[config.mk]
export PLATFORM = sky130hd
export DESIGN_NAME = pmc_power_mode_control_regs
export DESIGN_NICKNAME = d
export VERILOG_FILES = /design/src/pmc_sync.v /design/src/pmc_power_mode_control_regs.v
export VERILOG_INCLUDE_DIRS = /design/src
export SDC_FILE = /design/constraint.sdc
export NUM_CORES = 1
export LEC_CHECK = 0
export ABC_AREA = 0
export CORE_MARGIN = 4
export CORE_UTILIZATION = 60
export DETAILED_ROUTE_END_ITERATION = 10
export DONT_BUFFER_PORTS = 1
export PLACE_DENSITY_LB_ADDON = 0.05
export SKIP_CTS_REPAIR_TIMING = 1
export SYNTH_ARGS = -nofsm -noshare
export SYNTH_HDL_FRONTEND = slang
export SYNTH_HIERARCHICAL = 1
export SYNTH_SLANG_ARGS = --single-unit
[constraint.sdc]
create_clock -name i_clk -period 2.7 [get_ports i_clk]
set_clock_uncertainty 0.2 [all_clocks]
set_input_delay 0.405 -clock i_clk [delete_from_list [all_inputs] [get_ports i_clk]]
set_output_delay 0.405 -clock i_clk [all_outputs]
set_load 0.005 [all_outputs]
[src/pmc_defines.vh]
/*
  Constants of the power mode control register block: register offsets,
  field positions, reset values and encodings.
  Assumes inclusion by bare name from the design files.
*/
`ifndef PMC_DEFINES_VH
`define PMC_DEFINES_VH

// ==========================================================================
// Register offsets
`define PMC_ADDR_POWER_MODE_CONTROL   8'h87
`define PMC_ADDR_SLEEP_CONTROL_STATUS 8'hBE

// ==========================================================================
// Power mode control fields
`define PMC_POWER_MODE_CONTROL_STROBE_BIT   0
`define PMC_POWER_MODE_CONTROL_RESV_BIT     1
`define PMC_POWER_MODE_CONTROL_RESET        8'h00

// ==========================================================================
// Sleep control fields
`define PMC_SLP_USB_EN_BIT    7
`define PMC_SLP_FAST_CRYSTAL_STABLE_BIT  6
`define PMC_SLP_FAST_RC_STABLE_BIT  5
`define PMC_SLP_CAUSE_HI      4
`define PMC_SLP_CAUSE_LO      3
`define PMC_SLP_PD_BIT        2
`define PMC_SLP_MODE_HI       1
`define PMC_SLP_MODE_LO       0
`define PMC_USB_EN_RESET      1'h0
`define PMC_PD_RESET          1'h1
`define PMC_MODE_RESET        2'h0

// ==========================================================================
// Timing counts
// Edges after reset release before the cause levels leave the synchroniser
`define PMC_CAUSE_WAIT        2'h2

// ==========================================================================
// Encodings
`define PMC_MODE_IDLE         2'h0
`define PMC_MODE_ONE          2'h1
`define PMC_MODE_TWO          2'h2
`define PMC_MODE_THREE        2'h3
`define PMC_CAUSE_POWER_ON    2'h0
`define PMC_CAUSE_EXTERNAL    2'h1
`define PMC_CAUSE_WATCHDOG    2'h2

`endif

[src/pmc_sync.v]
/*
  Two-flop synchroniser for a vector of level inputs.
  Assumes the inputs are quasi-static levels from outside the clock domain.
*/
`timescale 1ns/1ps

module pmc_sync
#(
  parameter WIDTH = 4
)
(
  // Clock and reset
  input  wire             i_clk,
  input  wire             i_arst_n,
  // Levels
  input  wire [WIDTH-1:0] i_async,
  output reg  [WIDTH-1:0] o_sync
);

  reg [WIDTH-1:0] stage1;

  // ========================================================================
  // Synchroniser chain, first stage read only by the second
  always @(posedge i_clk or negedge i_arst_n)
  begin
    if (!i_arst_n)
    begin
      stage1 <= {WIDTH{1'b0}};
      o_sync <= {WIDTH{1'b0}};
    end
    else
    begin
      stage1 <= i_async;
      o_sync <= stage1;
    end
  end

endmodule // pmc_sync

[src/pmc_power_mode_control_regs.v]
/*
  Power management registers: power mode control strobe and sleep control
  and status register, with the power mode sequencer they steer.
  Assumes a byte-wide register port on i_clk; oscillator, calibration and
  reset-cause inputs are asynchronous levels and are synchronised here.
  Deep power modes do not reset this block; state is kept unless noted.
*/
`timescale 1ns/1ps
`include "pmc_defines.vh"

module pmc_power_mode_control_regs
(
  // Clock and reset
  input  wire       i_clk,
  input  wire       i_arst_n,
  // Register port
  input  wire [7:0] i_addr,
  input  wire       i_wr,
  input  wire [7:0] i_wdata,
  output reg  [7:0] o_rdata,
  // Wake and clock control from the system
  input  wire       i_irq,
  input  wire       i_system_clock_source_select,
  // Asynchronous status levels
  input  wire       i_fast_crystal_stable_raw,
  input  wire       i_fast_rc_stable_raw,
  input  wire       i_calibration_busy,
  input  wire       i_reset_external,
  input  wire       i_reset_watchdog,
  // Power control outputs
  output wire       o_cpu_halt,
  output wire       o_cpu_idle_mode,
  output wire       o_low_power_mode_one,
  output wire       o_low_power_mode_two,
  output wire       o_low_power_mode_three,
  output wire       o_usb_enable,
  output wire       o_fast_crystal_powerdown,
  output wire       o_fast_rc_powerdown
);

  // ========================================================================
  // State codes, one-hot
  localparam ST_ACTIVE = 5'h01;
  localparam ST_IDLE   = 5'h02;
  localparam ST_PM1    = 5'h04;
  localparam ST_PM2    = 5'h08;
  localparam ST_PM3    = 5'h10;

  reg  [4:0] state;
  reg  [4:0] next_state;
  reg        usb_enable;
  reg        spare_oscillator_powerdown;
  reg        powerdown_pending;
  reg  [1:0] power_mode;
  reg  [1:0] reset_cause;
  reg        cause_taken;
  reg        clk_sel_q;
  reg        sel_primed;
  reg  [1:0] cause_wait;
  reg        resv_halt;
  wire [4:0] sync_out;
  wire       fast_crystal_stable;
  wire       fast_rc_stable;
  wire       cal_busy;
  wire       ext_rst;
  wire       wdt_rst;
  wire       wr_power_mode_control;
  wire       wr_sleep;
  wire       strobe;
  wire       deep_exit;
  wire       clk_sel_toggle;

  // ========================================================================
  // Synchronise asynchronous levels
  pmc_sync #(.WIDTH(5)) u_sync
  (
    .i_clk    (i_clk),
    .i_arst_n (i_arst_n),
    .i_async  ({i_fast_crystal_stable_raw, i_fast_rc_stable_raw,
                i_calibration_busy, i_reset_external, i_reset_watchdog}),
    .o_sync   (sync_out)
  );

  assign fast_crystal_stable = sync_out[4];
  assign fast_rc_stable      = sync_out[3];
  assign cal_busy            = sync_out[2];
  assign ext_rst             = sync_out[1];
  assign wdt_rst             = sync_out[0];

  // ========================================================================
  // Write decode
  assign wr_power_mode_control  = i_wr && (i_addr == `PMC_ADDR_POWER_MODE_CONTROL);
  assign wr_sleep = i_wr && (i_addr == `PMC_ADDR_SLEEP_CONTROL_STATUS);
  assign strobe   = wr_power_mode_control && i_wdata[`PMC_POWER_MODE_CONTROL_STROBE_BIT];
  // First edge after reset only loads the select, so no false toggle
  assign clk_sel_toggle = sel_primed &&
                          (i_system_clock_source_select ^ clk_sel_q);
  assign deep_exit = i_irq && ((state == ST_PM2) || (state == ST_PM3));

  // ========================================================================
  // Power mode sequencer
  always @*
  begin
    next_state = state;
    case (state)
      ST_ACTIVE:
      begin
        if (strobe && !i_irq)
        begin
          case (power_mode)
            `PMC_MODE_ONE:   next_state = ST_PM1;
            `PMC_MODE_TWO:   next_state = ST_PM2;
            `PMC_MODE_THREE: next_state = ST_PM3;
            default:         next_state = ST_IDLE;
          endcase
        end
      end
      ST_IDLE, ST_PM1, ST_PM2, ST_PM3:
      begin
        if (i_irq)
          next_state = ST_ACTIVE;
      end
      default:
        next_state = ST_ACTIVE;
    endcase
  end

  // The device clock keeps running in this model, so a mode is a state flag
  always @(posedge i_clk or negedge i_arst_n)
  begin
    if (!i_arst_n)
      state <= ST_ACTIVE;
    else
      state <= next_state;
  end

  // ========================================================================
  // Reserved halt bit: software must not set it; once set the CPU stops
  always @(posedge i_clk or negedge i_arst_n)
  begin
    if (!i_arst_n)
      resv_halt <= 1'b0;
    else if (wr_power_mode_control && i_wdata[`PMC_POWER_MODE_CONTROL_RESV_BIT])
      resv_halt <= 1'b1;
  end

  // ========================================================================
  // Sleep control register
  always @(posedge i_clk or negedge i_arst_n)
  begin
    if (!i_arst_n)
    begin
      usb_enable                 <= `PMC_USB_EN_RESET;
      spare_oscillator_powerdown <= `PMC_PD_RESET;
      powerdown_pending          <= 1'b0;
      power_mode                 <= `PMC_MODE_RESET;
      clk_sel_q                  <= 1'b0;
      sel_primed                 <= 1'b0;
    end
    else
    begin
      clk_sel_q <= i_system_clock_source_select;
      sel_primed <= 1'b1;
      // USB enable clears on a wake from mode two or three, the mode field on entering modes one to three; other bits hold
      if (deep_exit)
        usb_enable <= 1'b0;
      else if (wr_sleep)
        usb_enable <= i_wdata[`PMC_SLP_USB_EN_BIT];
      if (wr_sleep)
        power_mode <= i_wdata[`PMC_SLP_MODE_HI:`PMC_SLP_MODE_LO];
      if ((state == ST_ACTIVE) && (next_state != ST_ACTIVE) &&
          (next_state != ST_IDLE))
        power_mode <= `PMC_MODE_IDLE;
      // Toggle of the clock select wins over a write in the same cycle
      if (clk_sel_toggle)
      begin
        spare_oscillator_powerdown <= 1'b0;
        powerdown_pending          <= 1'b0;
      end
      else if (wr_sleep && !i_wdata[`PMC_SLP_PD_BIT])
      begin
        spare_oscillator_powerdown <= 1'b0;
        powerdown_pending          <= 1'b0;
      end
      else if ((wr_sleep && i_wdata[`PMC_SLP_PD_BIT]) || powerdown_pending)
      begin
        if (cal_busy)
          powerdown_pending <= 1'b1;
        else
        begin
          spare_oscillator_powerdown <= 1'b1;
          powerdown_pending          <= 1'b0;
        end
      end
    end
  end

  // ========================================================================
  // Reset cause, caught once after release; the source levels are sampled
  // as held by the reset controller at that time. Watchdog wins a tie.
  // Waits out the synchroniser, else the cause would always read zero.
  always @(posedge i_clk or negedge i_arst_n)
  begin
    if (!i_arst_n)
    begin
      reset_cause <= `PMC_CAUSE_POWER_ON;
      cause_taken <= 1'b0;
      cause_wait  <= 2'h0;
    end
    else if (!cause_taken && (cause_wait != `PMC_CAUSE_WAIT))
      cause_wait <= cause_wait + 2'h1;
    else if (!cause_taken)
    begin
      cause_taken <= 1'b1;
      if (wdt_rst)
        reset_cause <= `PMC_CAUSE_WATCHDOG;
      else if (ext_rst)
        reset_cause <= `PMC_CAUSE_EXTERNAL;
      else
        reset_cause <= `PMC_CAUSE_POWER_ON;
    end
  end

  // ========================================================================
  // Read data; strobe and reserved bit read zero, status bits not writable
  always @(posedge i_clk or negedge i_arst_n)
  begin
    if (!i_arst_n)
      o_rdata <= 8'h00;
    else if (i_addr == `PMC_ADDR_POWER_MODE_CONTROL)
      o_rdata <= `PMC_POWER_MODE_CONTROL_RESET;
    else if (i_addr == `PMC_ADDR_SLEEP_CONTROL_STATUS)
      o_rdata <= {usb_enable,
                  fast_crystal_stable && !o_fast_crystal_powerdown,
                  fast_rc_stable && !o_fast_rc_powerdown,
                  reset_cause,
                  spare_oscillator_powerdown,
                  power_mode};
    else
      o_rdata <= 8'h00;
  end

  // ========================================================================
  // Outputs; select zero picks the crystal, one the RC oscillator
  assign o_cpu_halt             = (state != ST_ACTIVE) || resv_halt;
  assign o_cpu_idle_mode        = (state == ST_IDLE);
  assign o_low_power_mode_one   = (state == ST_PM1);
  assign o_low_power_mode_two   = (state == ST_PM2);
  assign o_low_power_mode_three = (state == ST_PM3);
  assign o_usb_enable           = usb_enable;
  // Both run while the bit is zero; only the spare stops when it is one
  assign o_fast_crystal_powerdown = spare_oscillator_powerdown &&
                                    i_system_clock_source_select;
  assign o_fast_rc_powerdown      = spare_oscillator_powerdown &&
                                    !i_system_clock_source_select;

endmodule // pmc_power_mode_control_regs

==> results.txt, run 1 <==
----------------------------------------------------
[Status]
  Status ... finished clean

[Finish]
  Fraction of final layout cells sized beyond drive strength 1 ... 17.2%
  Final Util ... 73.9%
  Number of nets in the layout ... 160
  Number of antenna repair diodes ... 0
  Synthesis-to-finish area growth ... 15.0%
  Top library cells by usage in the layout, fill and taps aside ... dfrtp_1, dlygate4sd3_1, inv_1, nand2_1, and2_1
  Most frequent standard cell in the layout excluding fill and tap cells ... dfrtp_1
  Post-route design area ... 1670 µm²

[Worst setup path]
  End of the critical path ... o_cpu_halt
  CP arrival ... 1.65 ns
  WP data required ... 2.10 ns
  R2R cell count ... 4
  Crit start category ... register
  Endpoint class of the critical path ... output pin
  Reg2reg end ... state[2]$_DFF_PN0_
  R2R setup slack ... 0.93 ns
  Critical register-to-register path startpoint ... state[3]$_DFF_PN0_
  Critical path start-end classification ... register to output pin
  Maximum fanout count along the critical path ... 6
  Timing startpoint of the critical path ... state[3]$_DFF_PN0_

[Drt]
  Via density ... 5.64
  DRC marker count from the first detailed-route iteration ... 10
  Total wirelength of the detailed-routed design ... 2.40 mm
  Post-DRT Antenna Nets ... 0
  Detailed-route via count ... 913
  Wirelength per Cell ... 14.8 µm
  First-pass detailed-route iteration total ... 4
  # DRC ... 0

[Synth]
  Warning count from the yosys run ... 6
  Number of synthesized flops with an enable pin ... 0
  Library cells used by synthesis ... 38
  Sequential fraction of the synthesis area ... 62.4%
  Synth Flop Type ... dfrtp_1
  Proportion of synthesized flip-flops having asynchronous set or reset ... 100%
  Synthesized netlist cell count ... 117
  Netlist Area Pre-Place ... 1450 µm²
  Yosys reg bits ... 36
  Average cell area after synthesis ... 12.4 µm²
  Net count after synthesis ... 144

[Timing]
  Final min period ... 2.25 ns
  Tcrit/Tclk final ... 83.4%
  Setup Total Neg Slack ... 0 ns
  Worst setup slack after layout ... 0.449 ns
  Worst hold margin ... 0.0170 ns
  Highest Clock Rate ... 0.444 GHz
  Final-report hold violation count ... 0
  Setup Viol. Count Final ... 0
  Unrepaired setup endpoints after global routing ... false
  Number of pins with negative max-slew slack in the final report ... 0

[Die]
  Die width ... 57.1 µm
  Die Y-Extent ... 57.1 µm
  Floorplan row count ... 17
  Starting density of the core ... 64.2%
  Number of ports placed on the die boundary ... 42
  Die footprint ... 3260 µm²
  Placeable Area ... 2250 µm²

[CTS]
  Number of buffers created by CTS ... 5
  H-tree Lvls ... 2
  Number of clock sinks seen by CTS ... 36
  Max Buffers Root-to-Sink ... 2
  TritonCTS clock tree ... built
  Root buf cell ... clkbuf_4
  Clock slew at reported path FFs ... 0.11 ns
  Clock insertion delay at the later pin of the skew report ... 0.34 ns

[Power and ir drop]
  Power density over cell area ... 593 nW/µm²
  Maximum vdd drop ... 0.498 mV
  Static Leakage ... 0.815 nW

[Global routing]
  Total congestion overflow ... 0
  Wire length of the first global-routing pass ... 3.74 mm
  Antenna violations before repair ... 0
  Total GRT Usage ... 15.6%
  Maximum number of pins on one net before global-route repair ... 37
  Via count of the first global-routing pass ... 874

[Placed design]
  Setup WS pre-CTS ... 0.864 ns
  DPL Wire Length ... 1.64 mm
  Total cell area at the placement stage ... 1480 µm²
  Buffers added on ports ... 0
  Final Wtd Congestion ... 0.796

[Min path]
  Worst Hold Class ... primary input to register

[Run]
  Number of maximum-capacitance constraint violations ... 0

----------------------------------------------------
[through the flow]
step                      cells  power [mW]
after floorplan             117       0.599
after global placement      144       0.604
after detailed placement    144       0.606
after CTS                   152       0.972
after global routing        162        1.03
final                       162       0.987
[sequential cells by signal (all words and copies together) (netlist names)]
signal / cells
cause_taken: 1
cause_wait: 2
clk_sel_q: 1
o_rdata: 8
o_usb_enable: 1
power_mode: 2
powerdown_pending: 1
reset_cause: 2
resv_halt: 1
sel_primed: 1
spare_oscillator_powerdown: 1
state: 5
u_sync/o_sync: 5
u_sync/stage1: 5
[kinds of logic after synthesis]
kind of cell	after synthesis	synth area share (%)
simple gates	49	22.0
flops	36	62.4
other cells	1	0.259
mux	3	2.16
compound gates	14	7.52
buf+inv	9	2.33
xor+xnor	3	1.82
fa+ha+maj	2	1.56
[worst min path at each step]
stage / startpoint / to / slack, ns / cells after the start
after floorplan: i_arst_n / cause_taken$_DFFE_PN0N_ / -0.09 / 0
after global placement: i_arst_n / o_rdata[5]$_DFF_PN0_ / -0.09 / 0
after detailed placement: i_arst_n / o_rdata[5]$_DFF_PN0_ / -0.09 / 0
after CTS: i_arst_n / u_sync/stage1[2]$_DFF_PN0_ / -0.48 / 0
after global routing: i_wdata[1] / power_mode[1]$_DFFE_PN0P_ / 0.0008 / 2
final: i_wdata[1] / power_mode[1]$_DFFE_PN0P_ / 0.02 / 2
[per-layer routing]
| metal | track usage (%) | vias to the layer above | share of wire [%] |
|---|---|---|---|
| met1 | 18.0 | 437 | 44 |
| met5 | 0 | - | 0 |
| met4 | 6.95 | 0 | 1.3 |
| li1 | - | 433 | - |
| met3 | 8.82 | 4 | 9.7 |
| met2 | 23.7 | 39 | 45 |
[cell usage after synthesis (all sizes together) (2+ instances only)]
master / instances / area [µm²]
o21ai: 3 / 15.0
dfstp: 2 / 52.6
a21oi: 2 / 10.0
nor2: 7 / 26.3
dfrtp: 34 / 851
nand2b: 3 / 18.8
and3b: 2 / 17.5
nand3: 4 / 20.0
nand4: 2 / 25.0
nor2b: 3 / 18.8
mux2i: 2 / 20.0
inv: 8 / 30.0
nor3: 2 / 10.0
nand2: 8 / 30.0
xnor2: 2 / 17.5
or2: 3 / 21.3
o22ai: 3 / 18.8
and2: 8 / 50.1
[report_power, final]
group	internal (mW)	total (mW)	leakage [nW]	switching (mW)
Combinational	0.0273	0.0545	0.319	0.0272
Clock	0.194	0.367	0.0422	0.173
Sequential	0.555	0.565	0.454	0.00960
Total	0.777	0.987	0.815	0.210
[critical path, stage by stage, from the launching register on]
cell and delay, ns:
dfrtp_1 0.44, nor2_1 0.29, nand3_1 0.23, or2_2 0.34
[layout make-up]
type                    instances  area, µm²
repair buffers                 10        110
inverters                       8       30.0
well taps                      28       35.0
multi-input cells              72        510
fillers                       156        589
clock inverters                 2       35.0
clock buffers                   6       41.3
flip-flops and latches         36        903
Note: power is estimated with default switching activity, not from simulation.
==> run 2, diff against run 1 <==
Clock period 2.7 ns to 2.4 ns, I/O delays scaled along.
==> run 2 against run 1 <==
Against the previous run:
- flip-flop and latch count unchanged
- register-to-register slack worse by 0.72 ns
- via count grew 4.2%
- final cell count is 2.5% higher
- worst setup slack worse by 0.26 ns
- hold slack improved by 0.0096 ns
- sequential power is 13% higher
- die area is the same
- core utilization up 1.8 points
- design area up 2.4%
- clock power rose by 11%
- combinational power is 24% higher
==> results.txt, run 2 (synthesis results as in run 1) <==
----------------------------------------------------
[Finish]
  Largest reg by FF count ... o_rdata
  Post-route design area ... 1710 µm²
  Fraction of final layout cells sized beyond drive strength 1 ... 16.7%
  Number of antenna repair diodes ... 0
  Final Util ... 75.6%
  Top library cells by usage in the layout, fill and taps aside ... dfrtp_1, dlygate4sd3_1, inv_1, nand2_1, and2_1
  Cell Count, Final, Fillers Out ... 166
  Synthesis-to-finish area growth ... 17.8%
  Most frequent standard cell in the layout excluding fill and tap cells ... dfrtp_1
  Flip-flop count of the largest register, all copies and words added ... 8
  Number of nets in the layout ... 164

[Power and ir drop]
  Comb pwr share ... 6.1%
  Switching power ... 0.234 mW
  Clock network fraction of design power ... 36.7%
  Sequential power share ... 57.2%
  Maximum vdd drop ... 0.583 mV
  Fraction of power spent switching nets ... 21.0%
  Total power consumption of the routed design ... 1.11 mW
  Power density over cell area ... 652 nW/µm²
  Static Leakage ... 0.834 nW
  Power Internal ... 0.878 mW

[Status]
  Status ... finished clean

[Placed design]
  Buffers added on ports ... 0
  Total cell area at the placement stage ... 1480 µm²
  Dpl cells ... 144
  Final Wtd Congestion ... 0.793
  DPL Wire Length ... 1.65 mm
  Setup WS pre-CTS ... 0.592 ns

[CTS]
  Number of buffers created by CTS ... 5
  TritonCTS clock tree ... built
  H-tree Lvls ... 2
  Number of clock sinks seen by CTS ... 36
  Max Buffers Root-to-Sink ... 2
  Clock slew at reported path FFs ... 0.10 ns
  Root buf cell ... clkbuf_4
  Clock insertion delay at the later pin of the skew report ... 0.34 ns

[Drt]
  First-pass detailed-route iteration total ... 4
  # DRC ... 0
  Via density ... 5.73
  Post-DRT Antenna Nets ... 0
  Wirelength per Cell ... 15.7 µm
  Detailed-route via count ... 951
  DRC marker count from the first detailed-route iteration ... 19
  Total wirelength of the detailed-routed design ... 2.61 mm

[Global routing]
  Total congestion overflow ... 0
  Wire length of the first global-routing pass ... 3.91 mm
  Via count of the first global-routing pass ... 898
  Maximum number of pins on one net before global-route repair ... 37
  Total GRT Usage ... 16.5%
  Antenna violations before repair ... 0

[Worst setup path]
  WP data required ... 1.84 ns
  Largest stage delay on the critical path ... 0.44 ns
  R2R cell count ... 5
  Maximum fanout count along the critical path ... 6
  Critical register-to-register path startpoint ... state[1]$_DFF_PN0_
  Endpoint class of the critical path ... output pin
  Reg2reg end ... o_usb_enable$_DFFE_PN0P_
  R2R setup slack ... 0.21 ns
  CP arrival ... 1.65 ns
  Slowest cell on crit path ... dfrtp_1
  Critical path start-end classification ... register to output pin
  Crit start category ... register
  Count of buffer and inverter cells on the critical path ... 0
  Ordered list of cells on the worst path ... nor2_1 -> nand3_1 -> or2_2
  Family of cells with the greatest summed delay on the critical path ... simple AND/OR/NAND/NOR gates

[Die]
  Die footprint ... 3260 µm²
  Number of ports placed on the die boundary ... 42
  Starting density of the core ... 64.2%
  Die width ... 57.1 µm
  Placeable Area ... 2250 µm²
  Floorplan row count ... 17
  Die Y-Extent ... 57.1 µm

[Timing]
  Final min period ... 2.21 ns
  Number of pins with negative max-slew slack in the final report ... 0
  Setup Viol. Count Final ... 0
  Final-report hold violation count ... 0
  Worst setup slack after layout ... 0.185 ns
  Worst hold margin ... 0.0266 ns
  Unrepaired setup endpoints after global routing ... false
  Highest Clock Rate ... 0.452 GHz
  Setup Total Neg Slack ... 0 ns
  Tcrit/Tclk final ... 92.3%

[Min path]
  HP Start ... i_wdata[2]
  Cell count of the worst hold path ... 2
  Worst Hold Class ... primary input to register
  Hold path endpoint ... powerdown_pending$_DFFE_PN0P_

[Run]
  Number of maximum-capacitance constraint violations ... 0

----------------------------------------------------
## run 2: cell types whose count changed in the layout (fill, tap and decap cells not counted)
| cell | change |
|---|---|
| dlygate4sd3_1 | +4 |
## run 2: power by group through the flow
stage	Clock, mW	Combinational (mW)	Sequential (mW)
floorplan	0	0.0297	0.644
global placement	0	0.0333	0.647
detailed placement	0	0.0341	0.648
CTS	0.420	0.0343	0.636
global route	0.451	0.0758	0.639
finish	0.408	0.0676	0.636
## run 2: how the worst max path moves through the flow
stage                             from         end  slack [ns]  cells past startpoint
floorplan           state[3]$_DFF_PN0_  o_cpu_halt        0.76                      3
global placement    state[3]$_DFF_PN0_  o_cpu_halt        0.64                      3
detailed placement  state[3]$_DFF_PN0_  o_cpu_halt        0.59                      3
CTS                 state[3]$_DFF_PN0_  o_cpu_halt        0.20                      3
global route        state[3]$_DFF_PN0_  o_cpu_halt        0.14                      3
finish              state[3]$_DFF_PN0_  o_cpu_halt        0.19                      3
## run 2: cell type report
class	count	area (µm²)
clock buffers	6	41.3
multi-input cells	72	510
well taps	28	35.0
fillers	156	549
repair buffers	14	150
clock inverters	2	35.0
inverters	8	30.0
flip-flops and latches	36	903
## run 2: per-layer routing
layer / track usage (%) / part of all wire [%]
met2: 25.1 / 45
met3: 7.47 / 7.8
met4: 10.9 / 2.4
met1: 18.6 / 44
met5: 0 / 0
